## src/dpdcm_params.svh

```systemverilog
// Offsets, field positions, widths and timing counts of the converter front end.
// Assumes inclusion by the package and design files by bare name.
`ifndef DPDCM_PARAMS_SVH
`define DPDCM_PARAMS_SVH
`define DPDCM_ADDR_W        12
`define DPDCM_CTRL_OFF      12'h000
`define DPDCM_STATUS_OFF    12'h004
`define DPDCM_PERIOD_OFF    12'h008
`define DPDCM_WORD_OFF      12'h00C
`define DPDCM_CTRL_CAPTURE  0
`define DPDCM_CTRL_DRAIN    1
`define DPDCM_ST_LOCK       0
`define DPDCM_ST_ACTIVE     1
`define DPDCM_ST_RANGE_LO   2
`define DPDCM_ST_LEVEL_LO   4
`define DPDCM_ST_OVERFLOW   9
`define DPDCM_WORD_W        10
`define DPDCM_MAJOR_N       31
`define DPDCM_MINOR_N       15
`define DPDCM_STEER_W       47
`define DPDCM_CNT_W         16
`define DPDCM_FIFO_DEPTH    16
`define DPDCM_LOCK_TOL      16'h0001
`define DPDCM_PCLK_MHZ      20
`define DPDCM_MAX_MSPS      300
`define DPDCM_UPDATE_CYCLES ((`DPDCM_PCLK_MHZ + `DPDCM_MAX_MSPS - 1) / `DPDCM_MAX_MSPS)
`endif

```

## src/dpdcm_pkg.sv

```systemverilog
// Types shared by the converter front end modules.
// Assumes dpdcm_params.svh is on the include path.
`include "dpdcm_params.svh"
package dpdcm_pkg;
    typedef enum logic [1:0] {DPDCM_LOOP_IDLE, DPDCM_LOOP_TRACK, DPDCM_LOOP_LOCKED} dpdcm_loop_type;
    typedef logic [`DPDCM_WORD_W-1:0]  dpdcm_word_type;
    typedef logic [`DPDCM_STEER_W-1:0] dpdcm_steer_type;
endpackage : dpdcm_pkg

```

## src/dpdcm_fifo_if.sv

```systemverilog
// Valid/ready carrier between the output latch and the word buffer.
// Assumes both ends run on pclk.
interface dpdcm_fifo_if #(parameter int W = 10, parameter int LW = 5);
    logic [W-1:0]  wr_data;
    logic          wr_valid;
    logic          wr_ready;
    logic [W-1:0]  rd_data;
    logic          rd_valid;
    logic          rd_ready;
    logic [LW-1:0] level;
    modport fill  (output wr_data, wr_valid, rd_ready, input wr_ready, rd_data, rd_valid, level);
    modport store (input wr_data, wr_valid, rd_ready, output wr_ready, rd_data, rd_valid, level);
endinterface : dpdcm_fifo_if

```

## src/dpdcm_fifo.sv

```systemverilog
// Word buffer between the output latch and the segment decoder.
// Assumes a single pclk domain and a clock enable that freezes it.
`include "dpdcm_params.svh"
module dpdcm_fifo
    import dpdcm_pkg::*;
#(
    parameter int WIDTH = `DPDCM_WORD_W,
    parameter int DEPTH = `DPDCM_FIFO_DEPTH,
    parameter int LW    = $clog2(DEPTH + 1)
)(
    input  wire logic  pclk,
    input  wire logic  presetn,
    input  wire logic  ce,
    dpdcm_fifo_if.store bus
);
    localparam int AW = $clog2(DEPTH);
    logic [WIDTH-1:0] mem [DEPTH];
    logic [AW-1:0]    wr_ptr;
    logic [AW-1:0]    rd_ptr;
    logic [LW-1:0]    level;
    logic [AW-1:0]    next_wr_ptr;
    logic [AW-1:0]    next_rd_ptr;
    logic [LW-1:0]    next_level;
    logic             push;
    logic             pop;

    assign bus.wr_ready = (level != LW'(DEPTH));
    assign bus.rd_valid = (level != '0);
    assign bus.rd_data  = mem[rd_ptr];
    assign bus.level    = level;
    assign push         = bus.wr_valid & bus.wr_ready;
    assign pop          = bus.rd_valid & bus.rd_ready;

    always_comb
    begin
        next_wr_ptr = push ? AW'(wr_ptr + 1'b1) : wr_ptr;
        next_rd_ptr = pop ? AW'(rd_ptr + 1'b1) : rd_ptr;
        next_level  = LW'(level + LW'(push) - LW'(pop));
    end

    always_ff @(posedge pclk or negedge presetn)
    begin
        if (!presetn)
        begin
            wr_ptr <= '0;
            rd_ptr <= '0;
            level  <= '0;
        end
        else if (ce)
        begin
            wr_ptr <= next_wr_ptr;
            rd_ptr <= next_rd_ptr;
            level  <= next_level;
        end
    end

    // Storage has no reset; a slot is only popped after a push has written it
    always_ff @(posedge pclk)
    begin
        if (ce && push)
        begin
            mem[wr_ptr] <= bus.wr_data;
        end
    end
endmodule : dpdcm_fifo

```

## src/dpdcm_seg_decoder.sv

```systemverilog
// Segment decoder: one word to registered steering controls for both outputs.
// Assumes words arrive at most once per pclk cycle.
`include "dpdcm_params.svh"
module dpdcm_seg_decoder
    import dpdcm_pkg::*;
(
    input  wire logic            pclk,
    input  wire logic            presetn,
    input  wire logic            ce,
    input  wire logic            load,
    input  wire dpdcm_word_type  word,
    output dpdcm_steer_type      true_steer,
    output dpdcm_steer_type      comp_steer
);
    dpdcm_steer_type           next_true;
    logic [`DPDCM_MAJOR_N-1:0] minor_all;

    function automatic logic [`DPDCM_MAJOR_N-1:0] thermo(input logic [4:0] n);
        logic [`DPDCM_MAJOR_N-1:0] t;
        t = '0;
        for (int i = 0; i < `DPDCM_MAJOR_N; i++)
            t[i] = (5'(i) < n);
        return t;
    endfunction : thermo

    always_comb
    begin
        minor_all = thermo({1'b0, word[4:1]});
        next_true = true_steer;
        if (load)
        begin
            next_true = {thermo(word[9:5]),
                         minor_all[`DPDCM_MINOR_N-1:0],
                         word[0]};
        end
    end

    // Complement is derived from the same bit, so each source has one home
    always_ff @(posedge pclk or negedge presetn)
    begin
        if (!presetn)
        begin
            true_steer <= '0;
            comp_steer <= '1;
        end
        else if (ce)
        begin
            true_steer <= next_true;
            comp_steer <= ~next_true;
        end
    end
endmodule : dpdcm_seg_decoder

```

## src/dpdcm_top.sv

```systemverilog
// Dual-port converter front end in multiplier mode, with APB control and status.
// Assumes ext_clk, the data ports and straps come from pins and are asynchronous.
`include "dpdcm_params.svh"
module dpdcm_top
    import dpdcm_pkg::*;
// Behaviour
// - With the multiplier active a mid-period strobe doubles the update rate of the output latch.
// - The multiplier supply pin being powered selects multiplier-active operation.
// - Both ports are presented together and captured on the same rising ext_clk edge.
// - The lock indicator shows the loop's lock result and is high when locked.
// - Range selects high,low give a prescale of 1, 2, 4 or 8 for 00, 01, 10, 11.
// - Upper five bits drive 31 major sources, next four 15 minor, last bit one binary source.
// - Every source is steered to exactly one of the two complementary outputs.
// - Latches and decoding accept one new word every update cycle up to the top rate.
// - On each ext_clk rising edge the old second-port word moves to the output latch.
// - Half a measured period after each edge the first-port word moves to the output latch.
// - An all-ones word steers every source to the true output.
#(
    parameter int WORD_W     = `DPDCM_WORD_W,
    parameter int FIFO_DEPTH = `DPDCM_FIFO_DEPTH,
    parameter int CNT_W      = `DPDCM_CNT_W
)(
    input  wire logic                     pclk,
    input  wire logic                     presetn,
    input  wire logic                     ce,
    input  wire logic                     psel,
    input  wire logic                     penable,
    input  wire logic                     pwrite,
    input  wire logic [`DPDCM_ADDR_W-1:0] paddr,
    input  wire logic [31:0]              pwdata,
    output logic      [31:0]              prdata,
    output logic                          pready,
    output logic                          pslverr,
    input  wire logic                     ext_clk,
    input  wire logic [WORD_W-1:0]        port_one_data,
    input  wire logic [WORD_W-1:0]        port_two_data,
    input  wire logic                     multiplier_supply_pin,
    input  wire logic                     divider_reset,
    input  wire logic                     range_select_low,
    input  wire logic                     range_select_high,
    output logic                          loop_lock_indicator,
    output dpdcm_steer_type               true_current_output,
    output dpdcm_steer_type               complement_current_output
);
    localparam int LW = $clog2(FIFO_DEPTH + 1);
    localparam logic [CNT_W-1:0] CNT_MAX = '1;

    // Pin synchronisers
    logic              ext_s1;
    logic              ext_s2;
    logic              ext_s3;
    logic [WORD_W-1:0] p1_s1;
    logic [WORD_W-1:0] p1_s2;
    logic [WORD_W-1:0] p2_s1;
    logic [WORD_W-1:0] p2_s2;
    logic              sup_s1;
    logic              sup_s2;
    logic [1:0]        rng_s1;
    logic [1:0]        rng_s2;

    // Loop model
    dpdcm_loop_type    loop_state;
    dpdcm_loop_type    next_loop_state;
    logic [CNT_W-1:0]  period_cnt;
    logic [CNT_W-1:0]  next_period_cnt;
    logic [CNT_W-1:0]  period;
    logic [CNT_W-1:0]  next_period;
    logic [CNT_W-1:0]  ref_period;
    logic [CNT_W-1:0]  next_ref_period;
    logic [CNT_W-1:0]  half_cnt;
    logic [CNT_W-1:0]  next_half_cnt;
    logic [3:0]        cmp_cnt;
    logic [3:0]        next_cmp_cnt;
    logic [CNT_W-1:0]  diff;
    logic              edge_q;
    logic              active;
    logic              mid_fire;
    logic              next_lock;

    // Data path
    logic [WORD_W-1:0] port1_latch;
    logic [WORD_W-1:0] next_port1_latch;
    logic [WORD_W-1:0] port2_latch;
    logic [WORD_W-1:0] next_port2_latch;
    logic [WORD_W-1:0] out_word;
    logic [WORD_W-1:0] next_out_word;
    logic              overflow;
    logic              next_overflow;
    logic              upd_edge;
    logic              upd;
    logic              stall;
    logic [WORD_W-1:0] upd_word;

    // Register file
    logic              ctrl_capture;
    logic              ctrl_drain;
    logic              next_ctrl_capture;
    logic              next_ctrl_drain;
    logic [31:0]       next_prdata;
    logic              next_pslverr;
    logic              hit;
    logic              wr_access;
    logic              ovf_clear;
    logic [31:0]       rd_mux;

    dpdcm_fifo_if #(.W(WORD_W), .LW(LW)) fifo_bus ();

    function automatic logic [3:0] ratio_of(input logic [1:0] sel);
        return 4'h1 << sel;
    endfunction : ratio_of

    // divider_reset is deliberately unused in multiplier-active operation
    always_ff @(posedge pclk or negedge presetn)
    begin
        if (!presetn)
        begin
            ext_s1 <= 1'b0;
            ext_s2 <= 1'b0;
            ext_s3 <= 1'b0;
            p1_s1  <= '0;
            p1_s2  <= '0;
            p2_s1  <= '0;
            p2_s2  <= '0;
            sup_s1 <= 1'b0;
            sup_s2 <= 1'b0;
            rng_s1 <= 2'h0;
            rng_s2 <= 2'h0;
        end
        else if (ce)
        begin
            ext_s1 <= ext_clk;
            ext_s2 <= ext_s1;
            ext_s3 <= ext_s2;
            p1_s1  <= port_one_data;
            p1_s2  <= p1_s1;
            p2_s1  <= port_two_data;
            p2_s2  <= p2_s1;
            sup_s1 <= multiplier_supply_pin;
            sup_s2 <= sup_s1;
            rng_s1 <= {range_select_high, range_select_low};
            rng_s2 <= rng_s1;
        end
    end

    assign edge_q   = ext_s2 & ~ext_s3;
    assign active   = sup_s2;
    assign mid_fire = active && loop_state != DPDCM_LOOP_IDLE && !edge_q
                      && half_cnt == CNT_W'(1);
    assign diff     = (period_cnt > ref_period) ? CNT_W'(period_cnt - ref_period)
                                                : CNT_W'(ref_period - period_cnt);

    // Phase detector compares once every prescaled group of reference edges
    always_comb
    begin
        next_loop_state = loop_state;
        next_period_cnt = period_cnt;
        next_period     = period;
        next_ref_period = ref_period;
        next_half_cnt   = half_cnt;
        next_cmp_cnt    = cmp_cnt;
        if (!active)
        begin
            next_loop_state = DPDCM_LOOP_IDLE;
            next_period_cnt = '0;
            next_half_cnt   = '0;
            next_cmp_cnt    = 4'h0;
        end
        else if (edge_q)
        begin
            next_period     = period_cnt;
            next_period_cnt = CNT_W'(1);
            next_half_cnt   = (loop_state == DPDCM_LOOP_IDLE) ? '0 : (period_cnt >> 1);
            if (cmp_cnt >= ratio_of(rng_s2) - 4'h1)
            begin
                next_cmp_cnt    = 4'h0;
                next_ref_period = period_cnt;
                case (loop_state)
                    DPDCM_LOOP_IDLE:   next_loop_state = DPDCM_LOOP_TRACK;
                    DPDCM_LOOP_TRACK:  if (diff <= `DPDCM_LOCK_TOL)
                                           next_loop_state = DPDCM_LOOP_LOCKED;
                    DPDCM_LOOP_LOCKED: if (diff > `DPDCM_LOCK_TOL)
                                           next_loop_state = DPDCM_LOOP_TRACK;
                    default:           next_loop_state = DPDCM_LOOP_IDLE;
                endcase
            end
            else
            begin
                next_cmp_cnt = 4'(cmp_cnt + 4'h1);
            end
        end
        else
        begin
            // A stopped reference clock drops the loop out of lock
            if (period_cnt != CNT_MAX)
                next_period_cnt = CNT_W'(period_cnt + 1'b1);
            else
                next_loop_state = DPDCM_LOOP_IDLE;
            if (half_cnt != '0)
                next_half_cnt = CNT_W'(half_cnt - 1'b1);
        end
        next_lock = active && next_loop_state == DPDCM_LOOP_LOCKED;
    end

    always_ff @(posedge pclk or negedge presetn)
    begin
        if (!presetn)
        begin
            loop_state          <= DPDCM_LOOP_IDLE;
            period_cnt          <= '0;
            period              <= '0;
            ref_period          <= '0;
            half_cnt            <= '0;
            cmp_cnt             <= 4'h0;
            loop_lock_indicator <= 1'b0;
        end
        else if (ce)
        begin
            loop_state          <= next_loop_state;
            period_cnt          <= next_period_cnt;
            period              <= next_period;
            ref_period          <= next_ref_period;
            half_cnt            <= next_half_cnt;
            cmp_cnt             <= next_cmp_cnt;
            loop_lock_indicator <= next_lock;
        end
    end

    // A full buffer holds every latch, so no word is half moved
    assign upd_edge = edge_q && active && ctrl_capture;
    assign upd      = upd_edge || (mid_fire && ctrl_capture);
    assign upd_word = upd_edge ? port2_latch : port1_latch;
    assign stall    = upd && !fifo_bus.wr_ready;

    assign fifo_bus.wr_valid = upd;
    assign fifo_bus.wr_data  = upd_word;
    assign fifo_bus.rd_ready = ctrl_drain;

    always_comb
    begin
        next_port1_latch = port1_latch;
        next_port2_latch = port2_latch;
        next_out_word    = out_word;
        if (upd && !stall)
        begin
            next_out_word = upd_word;
            if (upd_edge)
            begin
                next_port1_latch = p1_s2;
                next_port2_latch = p2_s2;
            end
        end
        next_overflow = stall || (overflow && !ovf_clear);
    end

    always_ff @(posedge pclk or negedge presetn)
    begin
        if (!presetn)
        begin
            port1_latch <= '0;
            port2_latch <= '0;
            out_word    <= '0;
            overflow    <= 1'b0;
        end
        else if (ce)
        begin
            port1_latch <= next_port1_latch;
            port2_latch <= next_port2_latch;
            out_word    <= next_out_word;
            overflow    <= next_overflow;
        end
    end

    dpdcm_fifo #(.WIDTH(WORD_W), .DEPTH(FIFO_DEPTH), .LW(LW)) u_fifo (
        .pclk    (pclk),
        .presetn (presetn),
        .ce      (ce),
        .bus     (fifo_bus.store)
    );

    dpdcm_seg_decoder u_decoder (
        .pclk       (pclk),
        .presetn    (presetn),
        .ce         (ce),
        .load       (fifo_bus.rd_valid && fifo_bus.rd_ready),
        .word       (fifo_bus.rd_data),
        .true_steer (true_current_output),
        .comp_steer (complement_current_output)
    );

    // APB slave, zero wait states: data is prepared in the setup cycle
    assign hit = paddr == `DPDCM_CTRL_OFF || paddr == `DPDCM_STATUS_OFF
              || paddr == `DPDCM_PERIOD_OFF || paddr == `DPDCM_WORD_OFF;
    assign wr_access = psel && penable && pwrite && pready && hit;
    assign ovf_clear = wr_access && paddr == `DPDCM_STATUS_OFF
                       && pwdata[`DPDCM_ST_OVERFLOW];

    always_comb
    begin
        rd_mux = 32'h0000_0000;
        case (paddr)
            `DPDCM_CTRL_OFF:
            begin
                rd_mux[`DPDCM_CTRL_CAPTURE] = ctrl_capture;
                rd_mux[`DPDCM_CTRL_DRAIN]   = ctrl_drain;
            end
            `DPDCM_STATUS_OFF:
            begin
                rd_mux[`DPDCM_ST_LOCK]                        = loop_lock_indicator;
                rd_mux[`DPDCM_ST_ACTIVE]                      = active;
                rd_mux[`DPDCM_ST_RANGE_LO +: 2]               = rng_s2;
                rd_mux[`DPDCM_ST_LEVEL_LO +: LW]              = fifo_bus.level;
                rd_mux[`DPDCM_ST_OVERFLOW]                    = overflow;
            end
            `DPDCM_PERIOD_OFF: rd_mux[CNT_W-1:0]  = period;
            `DPDCM_WORD_OFF:   rd_mux[WORD_W-1:0] = out_word;
            default:           rd_mux = 32'h0000_0000;
        endcase
        next_prdata       = prdata;
        next_pslverr      = pslverr;
        next_ctrl_capture = ctrl_capture;
        next_ctrl_drain   = ctrl_drain;
        if (psel && !penable)
        begin
            next_prdata  = pwrite ? 32'h0000_0000 : rd_mux;
            next_pslverr = !hit;
        end
        if (wr_access && paddr == `DPDCM_CTRL_OFF)
        begin
            next_ctrl_capture = pwdata[`DPDCM_CTRL_CAPTURE];
            next_ctrl_drain   = pwdata[`DPDCM_CTRL_DRAIN];
        end
    end

    always_ff @(posedge pclk or negedge presetn)
    begin
        if (!presetn)
        begin
            prdata       <= 32'h0000_0000;
            pslverr      <= 1'b0;
            pready       <= 1'b0;
            ctrl_capture <= 1'b0;
            ctrl_drain   <= 1'b0;
        end
        else if (ce)
        begin
            prdata       <= next_prdata;
            pslverr      <= next_pslverr;
            pready       <= 1'b1;
            ctrl_capture <= next_ctrl_capture;
            ctrl_drain   <= next_ctrl_drain;
        end
    end
endmodule : dpdcm_top

```

## config.mk

```make
export PLATFORM = sky130hd
export DESIGN_NAME = dpdcm_top
export DESIGN_NICKNAME = d
export VERILOG_FILES = /design/src/dpdcm_pkg.sv /design/src/dpdcm_fifo_if.sv /design/src/dpdcm_fifo.sv /design/src/dpdcm_seg_decoder.sv /design/src/dpdcm_top.sv
export VERILOG_INCLUDE_DIRS = /design/src
export SDC_FILE = /design/constraint.sdc
export NUM_CORES = 1
export LEC_CHECK = 0
export BUFFER_PORTS_ARGS = -buffer_cell sky130_fd_sc_hd__buf_2
export CAP_MARGIN = 20
export CORE_ASPECT_RATIO = 1.5
export CORE_MARGIN = 2
export CORE_UTILIZATION = 28
export DETAILED_ROUTE_END_ITERATION = 10
export HOLD_SLACK_MARGIN = 0.12
export SKIP_LAST_GASP = 1
export SYNTH_ARGS = -nofsm -noshare
export SYNTH_HDL_FRONTEND = slang
export SYNTH_SLANG_ARGS = --single-unit
```

## constraint.sdc

```tcl
create_clock -name pclk -period 8.3 [get_ports pclk]
set_clock_uncertainty 0.1 [all_clocks]
set_input_delay 0.83 -clock pclk [delete_from_list [all_inputs] [get_ports pclk]]
set_output_delay 0.83 -clock pclk [all_outputs]
set_load 0.02 [all_outputs]
```

### Word level (Yosys, flattened, before mapping)

Memory sizes are Yosys's and may differ from the RTL's.
Cells that the tools add are included.

| word-level totals | value |
|---|---|
| register bits after elaboration | 294 |
| RAM bits | 160 |
| input port bits | 75 |
| output and inout bits | 129 |
| word-level logic and storage cells | 184 |
| memories kept | 1 |

Memories:

| memory | words | bits a word | read ports | clocked after memory_dff | wr ports | line | RTL |
|---|---|---|---|---|---|---|---|
| u_fifo.mem | 16 | 10 | 1 | 0 | 1 | dpdcm_fifo.sv:17 | `logic [WIDTH-1:0] mem [DEPTH];` |

| cells by class | value |
|---|---|
| add/sub/neg operators | 10 |
| magnitude comparators | 50 |
| equality and inequality tests | 12 |
| shift-type cells | 1 |
| mux-type cells | 26 |
| bitwise logic cells | 5 |
| reductions and logical operators | 47 |

Operators by type and width:

| kind | number |
|---|---|
| $mux 16 | 8 |
| $lt 5x5->1 const A | 15 |
| $mux 47 | 1 |
| $not 47->47 | 1 |
| $lt 4x5->1 const A | 8 |
| $sub 16x16->16 | 2 |
| $lt 4x4->1 const A | 7 |
| $eq 12x4->1 const B | 2 |
| $pmux 8 s3 | 1 |
| $logic_and 1x1->1 | 20 |
| $lt 3x5->1 const A | 4 |
| $add 16x1->16 const B | 1 |
| $eq 16x1->1 const B | 1 |
| $gt 16x1->1 const B | 1 |
| $gt 16x16->1 | 1 |
| $le 16x1->1 const B | 1 |
| $lt 3x4->1 const A | 4 |
| $ne 16x16->1 const B | 1 |
| $reduce_and 2->1 | 8 |
| $reduce_bool 16->1 | 1 |
| $sub 16x1->16 const B | 1 |
| $mux 15 | 1 |
| $add 4x1->4 const B | 3 |
| $eq 12x3->1 const B | 1 |
| 31 further kinds | 57 |

### Logic depth before layout (Yosys ltp)

Gate-level depths: netlist (run 1).

| depth | value |
|---|---|
| depth in word-level cells | 11 |
| depth in mapped cells | 18 |
| mapped depth without buffers | 17 |

### Hierarchy

A second synthesis (run 1) with hierarchy kept.

| unflattened totals | value |
|---|---|
| cells, all modules | 1716 |
| area total of the unflattened synthesis | 20517.2 sq um |

Modules (own cells, without submodules):

| module | instances | cells each | area each (sq um) | seq. area each (sq um) |
|---|---|---|---|---|
| dpdcm_top | 1 | 922 | 9301.4 | 4279.1 |
| dpdcm_fifo | 1 | 383 | 7019.2 | 5129.9 |
| dpdcm_seg_decoder | 1 | 411 | 4196.5 | 2411.1 |

### Worst setup path before layout (run 1)

OpenSTA, ideal clock, no wires.

| timing | value |
|---|---|
| kind | flip-flop to flip-flop |
| from | register ref_period[0] |
| to | register loop_state[0] |
| library setup time | 126 ps |
| data arrival time | 3134 ps |
| required time | 8074 ps |
| path slack | 4940 ps |
| stages on the path, launching flop included | 14 |
| path buffers | 0 |
| clock period less this slack | 3360 ps |
| cells stage by stage | dfrtp_1 -> inv_1 -> ha_1 -> inv_1 -> fa_1 -> a211oi_2 -> o211ai_2 -> and2_4 -> a2111o_1 -> a2111oi_1 -> o32ai_1 -> a21o_1 -> nand4b_4 -> a221o_1 |

| between the ends | value |
|---|---|
| cells in the longest elaborated chain, start to end | 8 |
| elaborated cells between the ends (all ways) | 12 |
| classes of those cells | 2 x add/sub; 3 x order compare; 7 x mux |

RTL lines:

| what | line | RTL |
|---|---|---|
| start: declaration | dpdcm_top.sv:68 | `logic [CNT_W-1:0] ref_period;` |
| start signal: assignment | dpdcm_top.sv:221 | `ref_period <= next_ref_period;` |
| $sub 16x16->16 (tied with other cells) | dpdcm_top.sv:150 | `: CNT_W'(ref_period - period_cnt);` |
| $mux 16 * | dpdcm_top.sv:149 | `assign diff = (period_cnt > ref_period) ? CNT_W'(period_cnt - ref_period)` |
| $gt 16x1->1 (no line) / $le 16x1->1 (equally long branches) | -- |  |
| $mux 2, on equally long branches | dpdcm_top.sv:181, dpdcm_top.sv:179 |  |
| $pmux 2 s3 * | dpdcm_top.sv:177 | `case (loop_state)` |
| $mux 2 * | dpdcm_top.sv:173 | `if (cmp_cnt >= ratio_of(rng_s2) - 4'h1)` |
| $mux 2 * | dpdcm_top.sv:168 | `else if (edge_q)` |
| $mux 2 * | dpdcm_top.sv:161 | `if (!active)` |
| end signal: assignment | dpdcm_top.sv:218 | `loop_state <= next_loop_state;` |
| end: declaration | dpdcm_top.sv:62 | `dpdcm_loop_type loop_state;` |

Every way passes the cells marked *; elsewhere a longest branch is shown, timed or not.
A chain may end at the register's enable or synchronous reset.

### Final worst setup path (run 1)

| timing | value |
|---|---|
| from | register ext_s2 |
| to | memory u_fifo.mem[4][8] (netlist name) (enable) |

| between the ends | value |
|---|---|
| cells in the longest elaborated chain, start to end | 10 |
| elaborated cells between the ends (all ways) | 12 |
| classes of those cells | 2 x mux; 2 x bitwise; 8 x reduce/logical |

RTL lines:

| what | line | RTL |
|---|---|---|
| start: declaration | dpdcm_top.sv:50 | `logic ext_s2;` |
| start signal: assignment | dpdcm_top.sv:132 | `ext_s2 <= ext_s1;` |
| $and 1x1->1 * | dpdcm_top.sv:145 | `assign edge_q = ext_s2 & ~ext_s3;` |
| $logic_not 1->1 | dpdcm_top.sv:147 | `assign mid_fire = active && loop_state != DPDCM_LOOP_IDLE && !edge_q` |
| $logic_and 1x1->1 | dpdcm_top.sv:147 |  |
| $logic_and 1x1->1 | dpdcm_top.sv:148 | `&& half_cnt == CNT_W'(1);` |
| $logic_and 1x1->1 | dpdcm_top.sv:230 | `assign upd = upd_edge \|\| (mid_fire && ctrl_capture);` |
| $logic_or 1x1->1 * | dpdcm_top.sv:230 |  |
| $and 1x1->1 * | dpdcm_fifo.sv:31 | `assign push = bus.wr_valid & bus.wr_ready;` |
| $logic_and 1x1->1 * | dpdcm_fifo.sv:60 | `if (ce && push)` |
| $mux 1 * | dpdcm_fifo.sv:60 |  |
| $mux 1 (not written as such) * | dpdcm_fifo.sv:62 | `mem[wr_ptr] <= bus.wr_data;` |
| end: declaration | dpdcm_fifo.sv:17 |  |

Marks and branches as above.

==> flow_summary.html, run 1 <==
<table>
<tr><th>Metric</th><th>Value</th></tr>
<tr><th colspan="2">Placement</th></tr>
<tr><td>Final HPWL from detailed placement</td><td>approximately 40 mm</td></tr>
<tr><td>Instance count after placement with tap cells included</td><td>2687</td></tr>
<tr><td>RePlAce Congestion</td><td>around 0.89</td></tr>
<tr><td>Worst-case setup slack after placement</td><td>3.96 ns</td></tr>
<tr><td>Number of I/O port buffers</td><td>157</td></tr>
<tr><th colspan="2">CTS</th></tr>
<tr><td>Clock buffer count from CTS</td><td>44</td></tr>
<tr><td>TritonCTS Sinks</td><td>about 440</td></tr>
<tr><td>Setup bufs post-CTS</td><td>0</td></tr>
<tr><td>Number of gates resized after cts</td><td>0</td></tr>
<tr><td>Root buffer cell</td><td>sky130_fd_sc_hd__clkbuf_16</td></tr>
<tr><td>Bufs on Longest Clock Path</td><td>3</td></tr>
<tr><td>Clock Latency Late Sink</td><td>about 0.6 ns</td></tr>
<tr><td>Reg clk slew, reported paths</td><td>0.06 ns</td></tr>
<tr><td>Count of hold-fix buffers inserted at cts</td><td>0</td></tr>
<tr><td>Clock tree from TritonCTS</td><td>yes</td></tr>
<tr><td>H-tree levels</td><td>2</td></tr>
<tr><th colspan="2">Routing</th></tr>
<tr><td>Via-per-instance ratio</td><td>slightly below 5</td></tr>
<tr><td>DRC violations left</td><td>0</td></tr>
<tr><td>Avg WL per Cell</td><td>19.9 um</td></tr>
<tr><td>First-pass DRT Iterations</td><td>8</td></tr>
<tr><td>Total Wirelength</td><td>about 55 mm</td></tr>
<tr><td>Post-route antenna net violation count</td><td>0</td></tr>
<tr><td>Via count</td><td>between 10k and 15k</td></tr>
<tr><td>Number of DRC markers in iteration 0</td><td>980</td></tr>
<tr><th colspan="2">Layout</th></tr>
<tr><td>Fraction of final layout cells with drive strength greater than 1</td><td>0.259</td></tr>
<tr><td>Filler cell count in the final layout</td><td>~7.2k</td></tr>
<tr><td>Fin cells</td><td>2768</td></tr>
<tr><td>Synth-to-Final Area Change</td><td>15.3%</td></tr>
<tr><td>Most common cell after layout, fill and taps aside</td><td>sky130_fd_sc_hd__dfrtp_1</td></tr>
<tr><td># nets final</td><td>1938</td></tr>
<tr><td>Most used cells in the layout excluding fill and tap cells</td><td>230 x sky130_fd_sc_hd__dfrtp_1, 160 x sky130_fd_sc_hd__edfxtp_1, 158 x sky130_fd_sc_hd__nand2_1</td></tr>
<tr><th colspan="2">Global routing</th></tr>
<tr><td>GRT busiest layer</td><td>met2</td></tr>
<tr><td>Global-route wire length before repair</td><td>84.3 mm</td></tr>
<tr><td>Vias in the first global route</td><td>14.0k</td></tr>
<tr><td>Met2 Usage GRT</td><td>0.263</td></tr>
<tr><td>GRT Util Overall</td><td>0.146</td></tr>
<tr><td>Met3 layer usage reported by global route</td><td>0.0287</td></tr>
<tr><td>Total congestion overflow after global routing</td><td>0</td></tr>
<tr><td>Met1 Resource Use GR</td><td>0.170</td></tr>
<tr><td>Number of antenna violations at the first check in global routing</td><td>4</td></tr>
<tr><td>Largest net degree at the start of global routing</td><td>around 160</td></tr>
<tr><th colspan="2">Timing</th></tr>
<tr><td>Number of hold-slack violations in the final timing report</td><td>0</td></tr>
<tr><td>Final TNS setup</td><td>0 ns</td></tr>
<tr><td>Max Clk Rate</td><td>about 220 MHz</td></tr>
<tr><td>Final worst-path setup slack</td><td>3.81 ns</td></tr>
<tr><td>Finish-stage setup viols</td><td>0</td></tr>
<tr><td>Post-layout minimum cycle time</td><td>about 4.5 ns</td></tr>
<tr><td>Share of the clock period used by the worst path</td><td>0.541</td></tr>
<tr><td>Headroom to the max-slew limit</td><td>0.277</td></tr>
<tr><td>Pins Over Slew Limit</td><td>0</td></tr>
<tr><td>Actual transition at the worst max-transition pin</td><td>1.08 ns</td></tr>
<tr><td>RSZ-0062 raised after global routing</td><td>no</td></tr>
<tr><th colspan="2">Logic synthesis</th></tr>
<tr><td>Primary FF master, synth</td><td>sky130_fd_sc_hd__dfrtp_1</td></tr>
<tr><td>Yosys warns</td><td>0</td></tr>
<tr><td>Flip-flop and latch count after synthesis</td><td>438</td></tr>
<tr><td>Yosys top cell area share</td><td>0.283</td></tr>
<tr><td>EDFF count, synth</td><td>between 150 and 200</td></tr>
<tr><td>Share of the yosys chip area belonging to registers</td><td>0.579</td></tr>
<tr><td>Cell type with the largest total area after synthesis</td><td>sky130_fd_sc_hd__dfrtp_1</td></tr>
<tr><td>Cells after Synth</td><td>roughly 1.7k</td></tr>
<tr><td>Fraction of synthesis flops using an asynchronous set or reset pin</td><td>0.635</td></tr>
<tr><td>Post-synth cell types</td><td>between 80 and 90</td></tr>
<tr><td>Avg Synthesized Cell Area</td><td>~12 um2</td></tr>
<tr><td>Area contributors post-synth</td><td>sky130_fd_sc_hd__dfrtp_1 28%, sky130_fd_sc_hd__edfxtp_1 24%, sky130_fd_sc_hd__mux2_2 6.1%</td></tr>
<tr><td>Cell Area, Synth</td><td>20400 um2</td></tr>
<tr><th colspan="2">Floorplan</th></tr>
<tr><td>Area inside the core boundary</td><td>72400 um2</td></tr>
<tr><td>Die Wd</td><td>between 200 and 250 um</td></tr>
<tr><td>Number of standard-cell rows in the floorplan</td><td>about 120</td></tr>
<tr><td>Total die area</td><td>75100 um2</td></tr>
<tr><td>Top-level I/O count</td><td>between 200 and 250</td></tr>
<tr><td>Die Y</td><td>335 um</td></tr>
<tr><td>Initial standard-cell utilization of the core</td><td>0.282</td></tr>
<tr><th colspan="2">Critical path</th></tr>
<tr><td>Arrival time reported for the critical path endpoint</td><td>approximately 4.6 ns</td></tr>
<tr><td>Req. time, crit path</td><td>between 8 and 9 ns</td></tr>
<tr><td>Setup crit start kind</td><td>flip-flop</td></tr>
<tr><td>Crit Path Class</td><td>reg2reg</td></tr>
<tr><td>Kind of capture point of the worst setup path</td><td>flip-flop</td></tr>
<tr><td>Maximum fanout along the worst path</td><td>18</td></tr>
<tr><th colspan="2">Pwr</th></tr>
<tr><td>Switching part of the total</td><td>0.279</td></tr>
<tr><td>Largest voltage drop on the vdd net</td><td>between 100 and 150 uV</td></tr>
<tr><td>Comb power frac</td><td>0.165</td></tr>
<tr><td>Leakage power of the design</td><td>9.15 nW</td></tr>
<tr><td>Clock share of power</td><td>0.379</td></tr>
<tr><td>Switching power total</td><td>1.49 mW</td></tr>
<tr><td>Sequential share of power</td><td>0.456</td></tr>
<tr><td>P_int</td><td>~3.9 mW</td></tr>
<tr><td>Pwr per Cell Area</td><td>228 nW/um2</td></tr>
<tr><th colspan="2">Flow run</th></tr>
<tr><td># Max-Cap Violations</td><td>0</td></tr>
<tr><th colspan="2">Hold path</th></tr>
<tr><td>Class of the tightest hold or removal check</td><td>in2async</td></tr>
<tr><th colspan="2">Run status</th></tr>
<tr><td>Outcome</td><td>finished, final reports clean</td></tr>
</table>
==> cell usage after synthesis (all sizes together) (15+ instances only) <==
master  instances
buf            38
o21ai         139
mux4           52
clkbuf         60
o211ai         16
inv            90
a21oi          94
nor3           15
ha             49
and2           20
a21o           18
dfrtp         231
xnor2          23
edfxtp        160
mux2          110
o21a           21
nand2         159
dfstp          47
nor2          114
nand3          34
==> cell type report <==
class,count,area (um2),share of cell area
Inverter,91,342,0.0145
Antenna cell,1,2.50,0.000106
Timing Repair Buffer,173,935,0.0397
Sequential cell,438,11800,0.503
Clock buffer,57,1170,0.0497
Multi-Input combinational cell,1063,7820,0.332
Clock inverter,23,282,0.0120
Tap cell,922,1150,0.0490
==> flip-flops by register name, indices dropped and copies added, names as in the netlist, 5 cells and up <==
name                  cells
u_fifo.mem              160
u_decoder.comp_steer     47
u_decoder.true_steer     47
half_cnt                 16
period                   16
period_cnt               16
prdata                   16
ref_period               16
out_word                 10
p1_s1                    10
p1_s2                    10
p2_s1                    10
p2_s2                    10
port1_latch              10
port2_latch              10
u_fifo.bus.level          5
==> power by group through the flow <==
stage	Combinational (mW)	Clock, mW	Sequential, mW
2_1_floorplan	0.615	0	2.48
3_3_place_gp	0.861	0	2.48
3_5_place_dp	0.875	0	2.48
4_1_cts	0.880	2.09	2.44
5_1_grt	0.969	2.17	2.46
6_report	0.882	2.03	2.44
==> metal layers <==
metal | share of wire | wire length (um)
met5 | 0.00067 | 37
met4 | 0.031 | 1740
met3 | 0.050 | 2740
met2 | 0.52 | 28800
met1 | 0.40 | 21900
==> logic make-up after synthesis <==
group | after synthesis | share of synthesized area
buffers and inverters | 189 | 0.0408
multiplexers | 166 | 0.120
adder cells (fa/ha/maj) | 52 | 0.0330
other | 1 | 0.000184
AO/OA/AOI/OAI | 387 | 0.120
flip-flops | 438 | 0.579
AND/OR/NAND/NOR | 411 | 0.0932
XOR/XNOR | 31 | 0.0133
==> path summary, 6_finish.rpt <==
kind / start / end / slack (ns) / cells past startpoint
max: ext_s2 / u_fifo.mem[4][8] / 3.81 / 10
min: presetn / u_decoder.true_steer[41] / 0.23 / 1
max reg2reg: ext_s2 / u_fifo.mem[4][8] / 3.81 / 10
min reg2reg: u_decoder.comp_steer[27] / u_decoder.comp_steer[27] / 0.37 / 2
max in group asynchronous: presetn / port1_latch[5] / 6.38 / 2
min in group pclk: port_one_data[5] / p1_s1[5] / 0.36 / 2
==> through the flow <==
stage	hold WS (ns)	power (mW)	utilization	instance area (um2)
after floorplan	0.345	3.10	-	20500
after global placement	0.359	3.34	0.305	22100
after detailed placement	0.361	3.36	0.305	22100
after CTS	0.276	5.41	0.325	23500
after global routing	0.304	5.59	0.325	23500
final	0.230	5.36	0.325	23500
==> critical path: stages, from the launching register on <==
cell and delay [ns]:
sky130_fd_sc_hd__dfrtp_1 0.40, sky130_fd_sc_hd__nand2b_1 0.08, sky130_fd_sc_hd__buf_4 0.23, sky130_fd_sc_hd__and2_1 0.60
sky130_fd_sc_hd__nand4b_1 0.29, sky130_fd_sc_hd__o41ai_1 0.88, sky130_fd_sc_hd__and2_1 0.26, sky130_fd_sc_hd__nand2_1 0.06
sky130_fd_sc_hd__buf_4 0.24, sky130_fd_sc_hd__nor3b_1 0.35, sky130_fd_sc_hd__and2_1 0.60
(Power assumes the default switching activity.)
==> run 2: changes to the inputs <==
==> constraint.sdc (replaced) <==
create_clock -name pclk -period 4.59 [get_ports pclk]
set_clock_uncertainty 0.1 [all_clocks]
set_input_delay 0.459 -clock pclk [delete_from_list [all_inputs] [get_ports pclk]]
set_output_delay 0.459 -clock pclk [all_outputs]
set_load 0.02 [all_outputs]
==> run 2 against run 1 <==
  * Fmax up 11%
  * Critical endpoint is now loop_state[0]
  * Via count is 1.8% higher
  * Global-route usage rose by 0.39 points
  * Flip-flop and latch count unchanged
  * Routed wire length rose by 1.6%
  * Critical path depth rose by 1
  * Final cell count grew 2.1%
  * Power grew 89%
  * First-iteration DRC count rose by 3.0%
  * Largest power group unchanged
  * Sequential share of layout area fell by 1.7 points
==> flow_summary.html, run 2 (synthesized netlist as in run 1, its figures left out) <==
<table>
<tr><th>Metric</th><th>Value</th></tr>
<tr><th colspan="2">Pwr</th></tr>
<tr><td>Switching power total</td><td>roughly 2.8 mW</td></tr>
<tr><td>Pwr per Cell Area</td><td>around 420 nW/um2</td></tr>
<tr><td>Switching part of the total</td><td>0.272</td></tr>
<tr><td>Leakage power of the design</td><td>~9.6 nW</td></tr>
<tr><td>Sequential share of power</td><td>0.437</td></tr>
<tr><td>Largest voltage drop on the vdd net</td><td>around 300 uV</td></tr>
<tr><td>P_int</td><td>7.37 mW</td></tr>
<tr><td>Clock share of power</td><td>0.404</td></tr>
<tr><td>Comb power frac</td><td>0.159</td></tr>
<tr><th colspan="2">Floorplan</th></tr>
<tr><td>Initial standard-cell utilization of the core</td><td>0.282</td></tr>
<tr><td>Area inside the core boundary</td><td>roughly 72000 um2</td></tr>
<tr><td>Die Wd</td><td>224 um</td></tr>
<tr><td>Die Y</td><td>around 330 um</td></tr>
<tr><td>Number of standard-cell rows in the floorplan</td><td>around 120</td></tr>
<tr><td>Top-level I/O count</td><td>about 200</td></tr>
<tr><td>Total die area</td><td>~75000 um2</td></tr>
<tr><th colspan="2">Timing</th></tr>
<tr><td>Final TNS setup</td><td>0 ns</td></tr>
<tr><td>Number of hold-slack violations in the final timing report</td><td>0</td></tr>
<tr><td>Share of the clock period used by the worst path</td><td>0.881</td></tr>
<tr><td>Post-layout minimum cycle time</td><td>just over 4 ns</td></tr>
<tr><td>RSZ-0062 raised after global routing</td><td>no</td></tr>
<tr><td>Final worst-path setup slack</td><td>between 0.5 and 0.6 ns</td></tr>
<tr><td>Pins Over Slew Limit</td><td>0</td></tr>
<tr><td>Max Clk Rate</td><td>between 200 and 250 MHz</td></tr>
<tr><td>Headroom to the max-slew limit</td><td>0.295</td></tr>
<tr><td>Finish-stage setup viols</td><td>0</td></tr>
<tr><td>Actual transition at the worst max-transition pin</td><td>approximately 1.1 ns</td></tr>
<tr><th colspan="2">Routing</th></tr>
<tr><td>Avg WL per Cell</td><td>19.8 um</td></tr>
<tr><td>Number of DRC markers in iteration 0</td><td>around 1k</td></tr>
<tr><td>Post-route antenna net violation count</td><td>0</td></tr>
<tr><td>Via count</td><td>approximately 14k</td></tr>
<tr><td>First-pass DRT Iterations</td><td>7</td></tr>
<tr><td>Via-per-instance ratio</td><td>4.95</td></tr>
<tr><td>DRC violations left</td><td>0</td></tr>
<tr><td>Total Wirelength</td><td>~56 mm</td></tr>
<tr><th colspan="2">Layout</th></tr>
<tr><td>Register containing the most flip-flops in the final layout</td><td>u_fifo.mem</td></tr>
<tr><td>Flip-flop count of the largest register after layout</td><td>160</td></tr>
<tr><td>Most used cells in the layout excluding fill and tap cells</td><td>230 x sky130_fd_sc_hd__dfrtp_1, 160 x sky130_fd_sc_hd__edfxtp_1, 158 x sky130_fd_sc_hd__nand2_1</td></tr>
<tr><td>Most common cell after layout, fill and taps aside</td><td>sky130_fd_sc_hd__dfrtp_1</td></tr>
<tr><td>Filler cell count in the final layout</td><td>just over 7k</td></tr>
<tr><td>Sequential cell area</td><td>11800 um2</td></tr>
<tr><td>Largest registers</td><td>u_fifo.mem: 160 flops, u_decoder.comp_steer: 47 flops, u_decoder.true_steer: 47 flops</td></tr>
<tr><td># nets final</td><td>about 2.0k</td></tr>
<tr><td>Fraction of final layout cells with drive strength greater than 1</td><td>0.270</td></tr>
<tr><td>Antenna diodes</td><td>0</td></tr>
<tr><td>Synth-to-Final Area Change</td><td>19.4%</td></tr>
<tr><td>Footprint of the multi-input gates</td><td>approximately 7800 um2</td></tr>
<tr><th colspan="2">Hold path</th></tr>
<tr><td>Hold Crit Endpoint</td><td>pslverr</td></tr>
<tr><td>Hold wc startpoint</td><td>paddr[10]</td></tr>
<tr><td>Class of the tightest hold or removal check</td><td>in2reg</td></tr>
<tr><td>Hold path depth</td><td>4</td></tr>
<tr><th colspan="2">Placement</th></tr>
<tr><td>RePlAce Congestion</td><td>roughly 0.90</td></tr>
<tr><td>Number of I/O port buffers</td><td>157</td></tr>
<tr><td>Final HPWL from detailed placement</td><td>~40 mm</td></tr>
<tr><td>Worst-case setup slack after placement</td><td>~0.59 ns</td></tr>
<tr><th colspan="2">Critical path</th></tr>
<tr><td>Kind of capture point of the worst setup path</td><td>flip-flop</td></tr>
<tr><td>Worst path cell trace</td><td>inv_1, ha_1, o211ai_1, o211ai_1, nand3_2, a21oi_2, mux2i_1, nand2b_1, o211ai_1, nand4b_4, a221o_1</td></tr>
<tr><td>Arrival time reported for the critical path endpoint</td><td>~4.4 ns</td></tr>
<tr><td>Crit Path Class</td><td>reg2reg</td></tr>
<tr><td>Reg2reg end</td><td>loop_state[0]</td></tr>
<tr><td>Worst reg2reg startpoint</td><td>period_cnt[4]</td></tr>
<tr><td>Cell count of the worst reg-to-reg path</td><td>11</td></tr>
<tr><td>Setup slack of the worst register-to-register path</td><td>0.55 ns</td></tr>
<tr><td>Setup crit start kind</td><td>flip-flop</td></tr>
<tr><td>Critical path's largest stage delay</td><td>0.59 ns</td></tr>
<tr><td>Req. time, crit path</td><td>4.98 ns</td></tr>
<tr><td>Maximum fanout along the worst path</td><td>13</td></tr>
<tr><td>Most Frequent Cell on Critical Path</td><td>sky130_fd_sc_hd__o211ai_1</td></tr>
<tr><td>Highest-delay cell along the critical path</td><td>sky130_fd_sc_hd__ha_1</td></tr>
<tr><th colspan="2">CTS</th></tr>
<tr><td>Setup bufs post-CTS</td><td>0</td></tr>
<tr><td>TritonCTS Sinks</td><td>around 440</td></tr>
<tr><td>Reg clk slew, reported paths</td><td>~0.07 ns</td></tr>
<tr><td>Number of gates resized after cts</td><td>0</td></tr>
<tr><td>Root buffer cell</td><td>sky130_fd_sc_hd__clkbuf_16</td></tr>
<tr><td>H-tree levels</td><td>2</td></tr>
<tr><td>Clock buffer count from CTS</td><td>45</td></tr>
<tr><td>Bufs on Longest Clock Path</td><td>3</td></tr>
<tr><td>Clock Latency Late Sink</td><td>0.60 ns</td></tr>
<tr><td>Count of hold-fix buffers inserted at cts</td><td>28</td></tr>
<tr><td>Clock tree from TritonCTS</td><td>yes</td></tr>
<tr><th colspan="2">Flow run</th></tr>
<tr><td># Max-Cap Violations</td><td>0</td></tr>
<tr><th colspan="2">Global routing</th></tr>
<tr><td>Vias in the first global route</td><td>14.3k</td></tr>
<tr><td>Largest net degree at the start of global routing</td><td>approximately 160</td></tr>
<tr><td>Global-route wire length before repair</td><td>around 87 mm</td></tr>
<tr><td>Number of antenna violations at the first check in global routing</td><td>4</td></tr>
<tr><td>Total congestion overflow after global routing</td><td>0</td></tr>
<tr><td>GRT Util Overall</td><td>0.150</td></tr>
<tr><th colspan="2">Run status</th></tr>
<tr><td>Outcome</td><td>finished, final reports clean</td></tr>
</table>
[run 2: power by group through the flow]
| stage | combinational (mW) | clock, mW | sequential, mW |
|---|---|---|---|
| floorplan | 1.11 | 0 | 4.49 |
| global placement | 1.57 | 0 | 4.48 |
| detailed placement | 1.58 | 0 | 4.49 |
| global route | 1.77 | 4.35 | 4.45 |
| CTS | 1.61 | 4.20 | 4.42 |
| finish | 1.61 | 4.09 | 4.42 |
[run 2: how the worst max path moves through the flow]
| stage | from | to | slack [ns] | cells after the start |
|---|---|---|---|---|
| 2_1_floorplan | ref_period[0] | loop_state[0] | 1.23 | 13 |
| 3_3_place_gp | period_cnt[4] | loop_state[0] | 0.58 | 11 |
| 3_5_place_dp | period_cnt[4] | loop_state[0] | 0.59 | 11 |
| 4_1_cts | period_cnt[4] | loop_state[0] | 0.57 | 11 |
| 5_1_grt | period_cnt[4] | loop_state[0] | 0.36 | 11 |
| 6_report | period_cnt[4] | loop_state[0] | 0.55 | 11 |
[run 2: area by class of cell]
class                      count  share of cell area
multi-input combinational   1063               0.321
clock buffer                  61              0.0520
sequential                   438               0.485
inverter                      91              0.0140
tap                          922              0.0474
timing repair buffer         229              0.0647
clock inverter                23              0.0158
[run 2: through the flow]
step | util | power (mW) | hold WS (ns) | std cells | cell area [um2]
final | 0.337 | 10.1 | 0.196 | 2827 | 24400
after global routing | 0.337 | 10.6 | 0.203 | 2827 | 24400
after global placement | 0.310 | 6.06 | 0.284 | 2715 | 22400
after CTS | 0.337 | 10.2 | 0.181 | 2827 | 24400
after detailed placement | 0.310 | 6.08 | 0.287 | 2715 | 22400
after floorplan | - | 5.60 | 0.0634 | 1690 | 20500
[run 2: worst max-delay path, delay by kind of cell (launching register included)]
kind / cells / cell delay, ns
flops: 1 / 0.43
simple gates: 3 / 0.51
compound gates: 5 / 1.80
buf+inv: 1 / 0.18
fa+ha+maj: 1 / 0.59
mux: 1 / 0.32
[run 2: metal layers]
metal / routed length (um) / up-vias / part of all wire / track usage
li1: - / 6432 / - / -
met5: 29 / - / 0.00052 / 0
met3: 2720 / 124 / 0.048 / 0.0246
met4: 2250 / 4 / 0.040 / 0.0630
met1: 22000 / 7035 / 0.39 / 0.175
met2: 29100 / 398 / 0.52 / 0.269
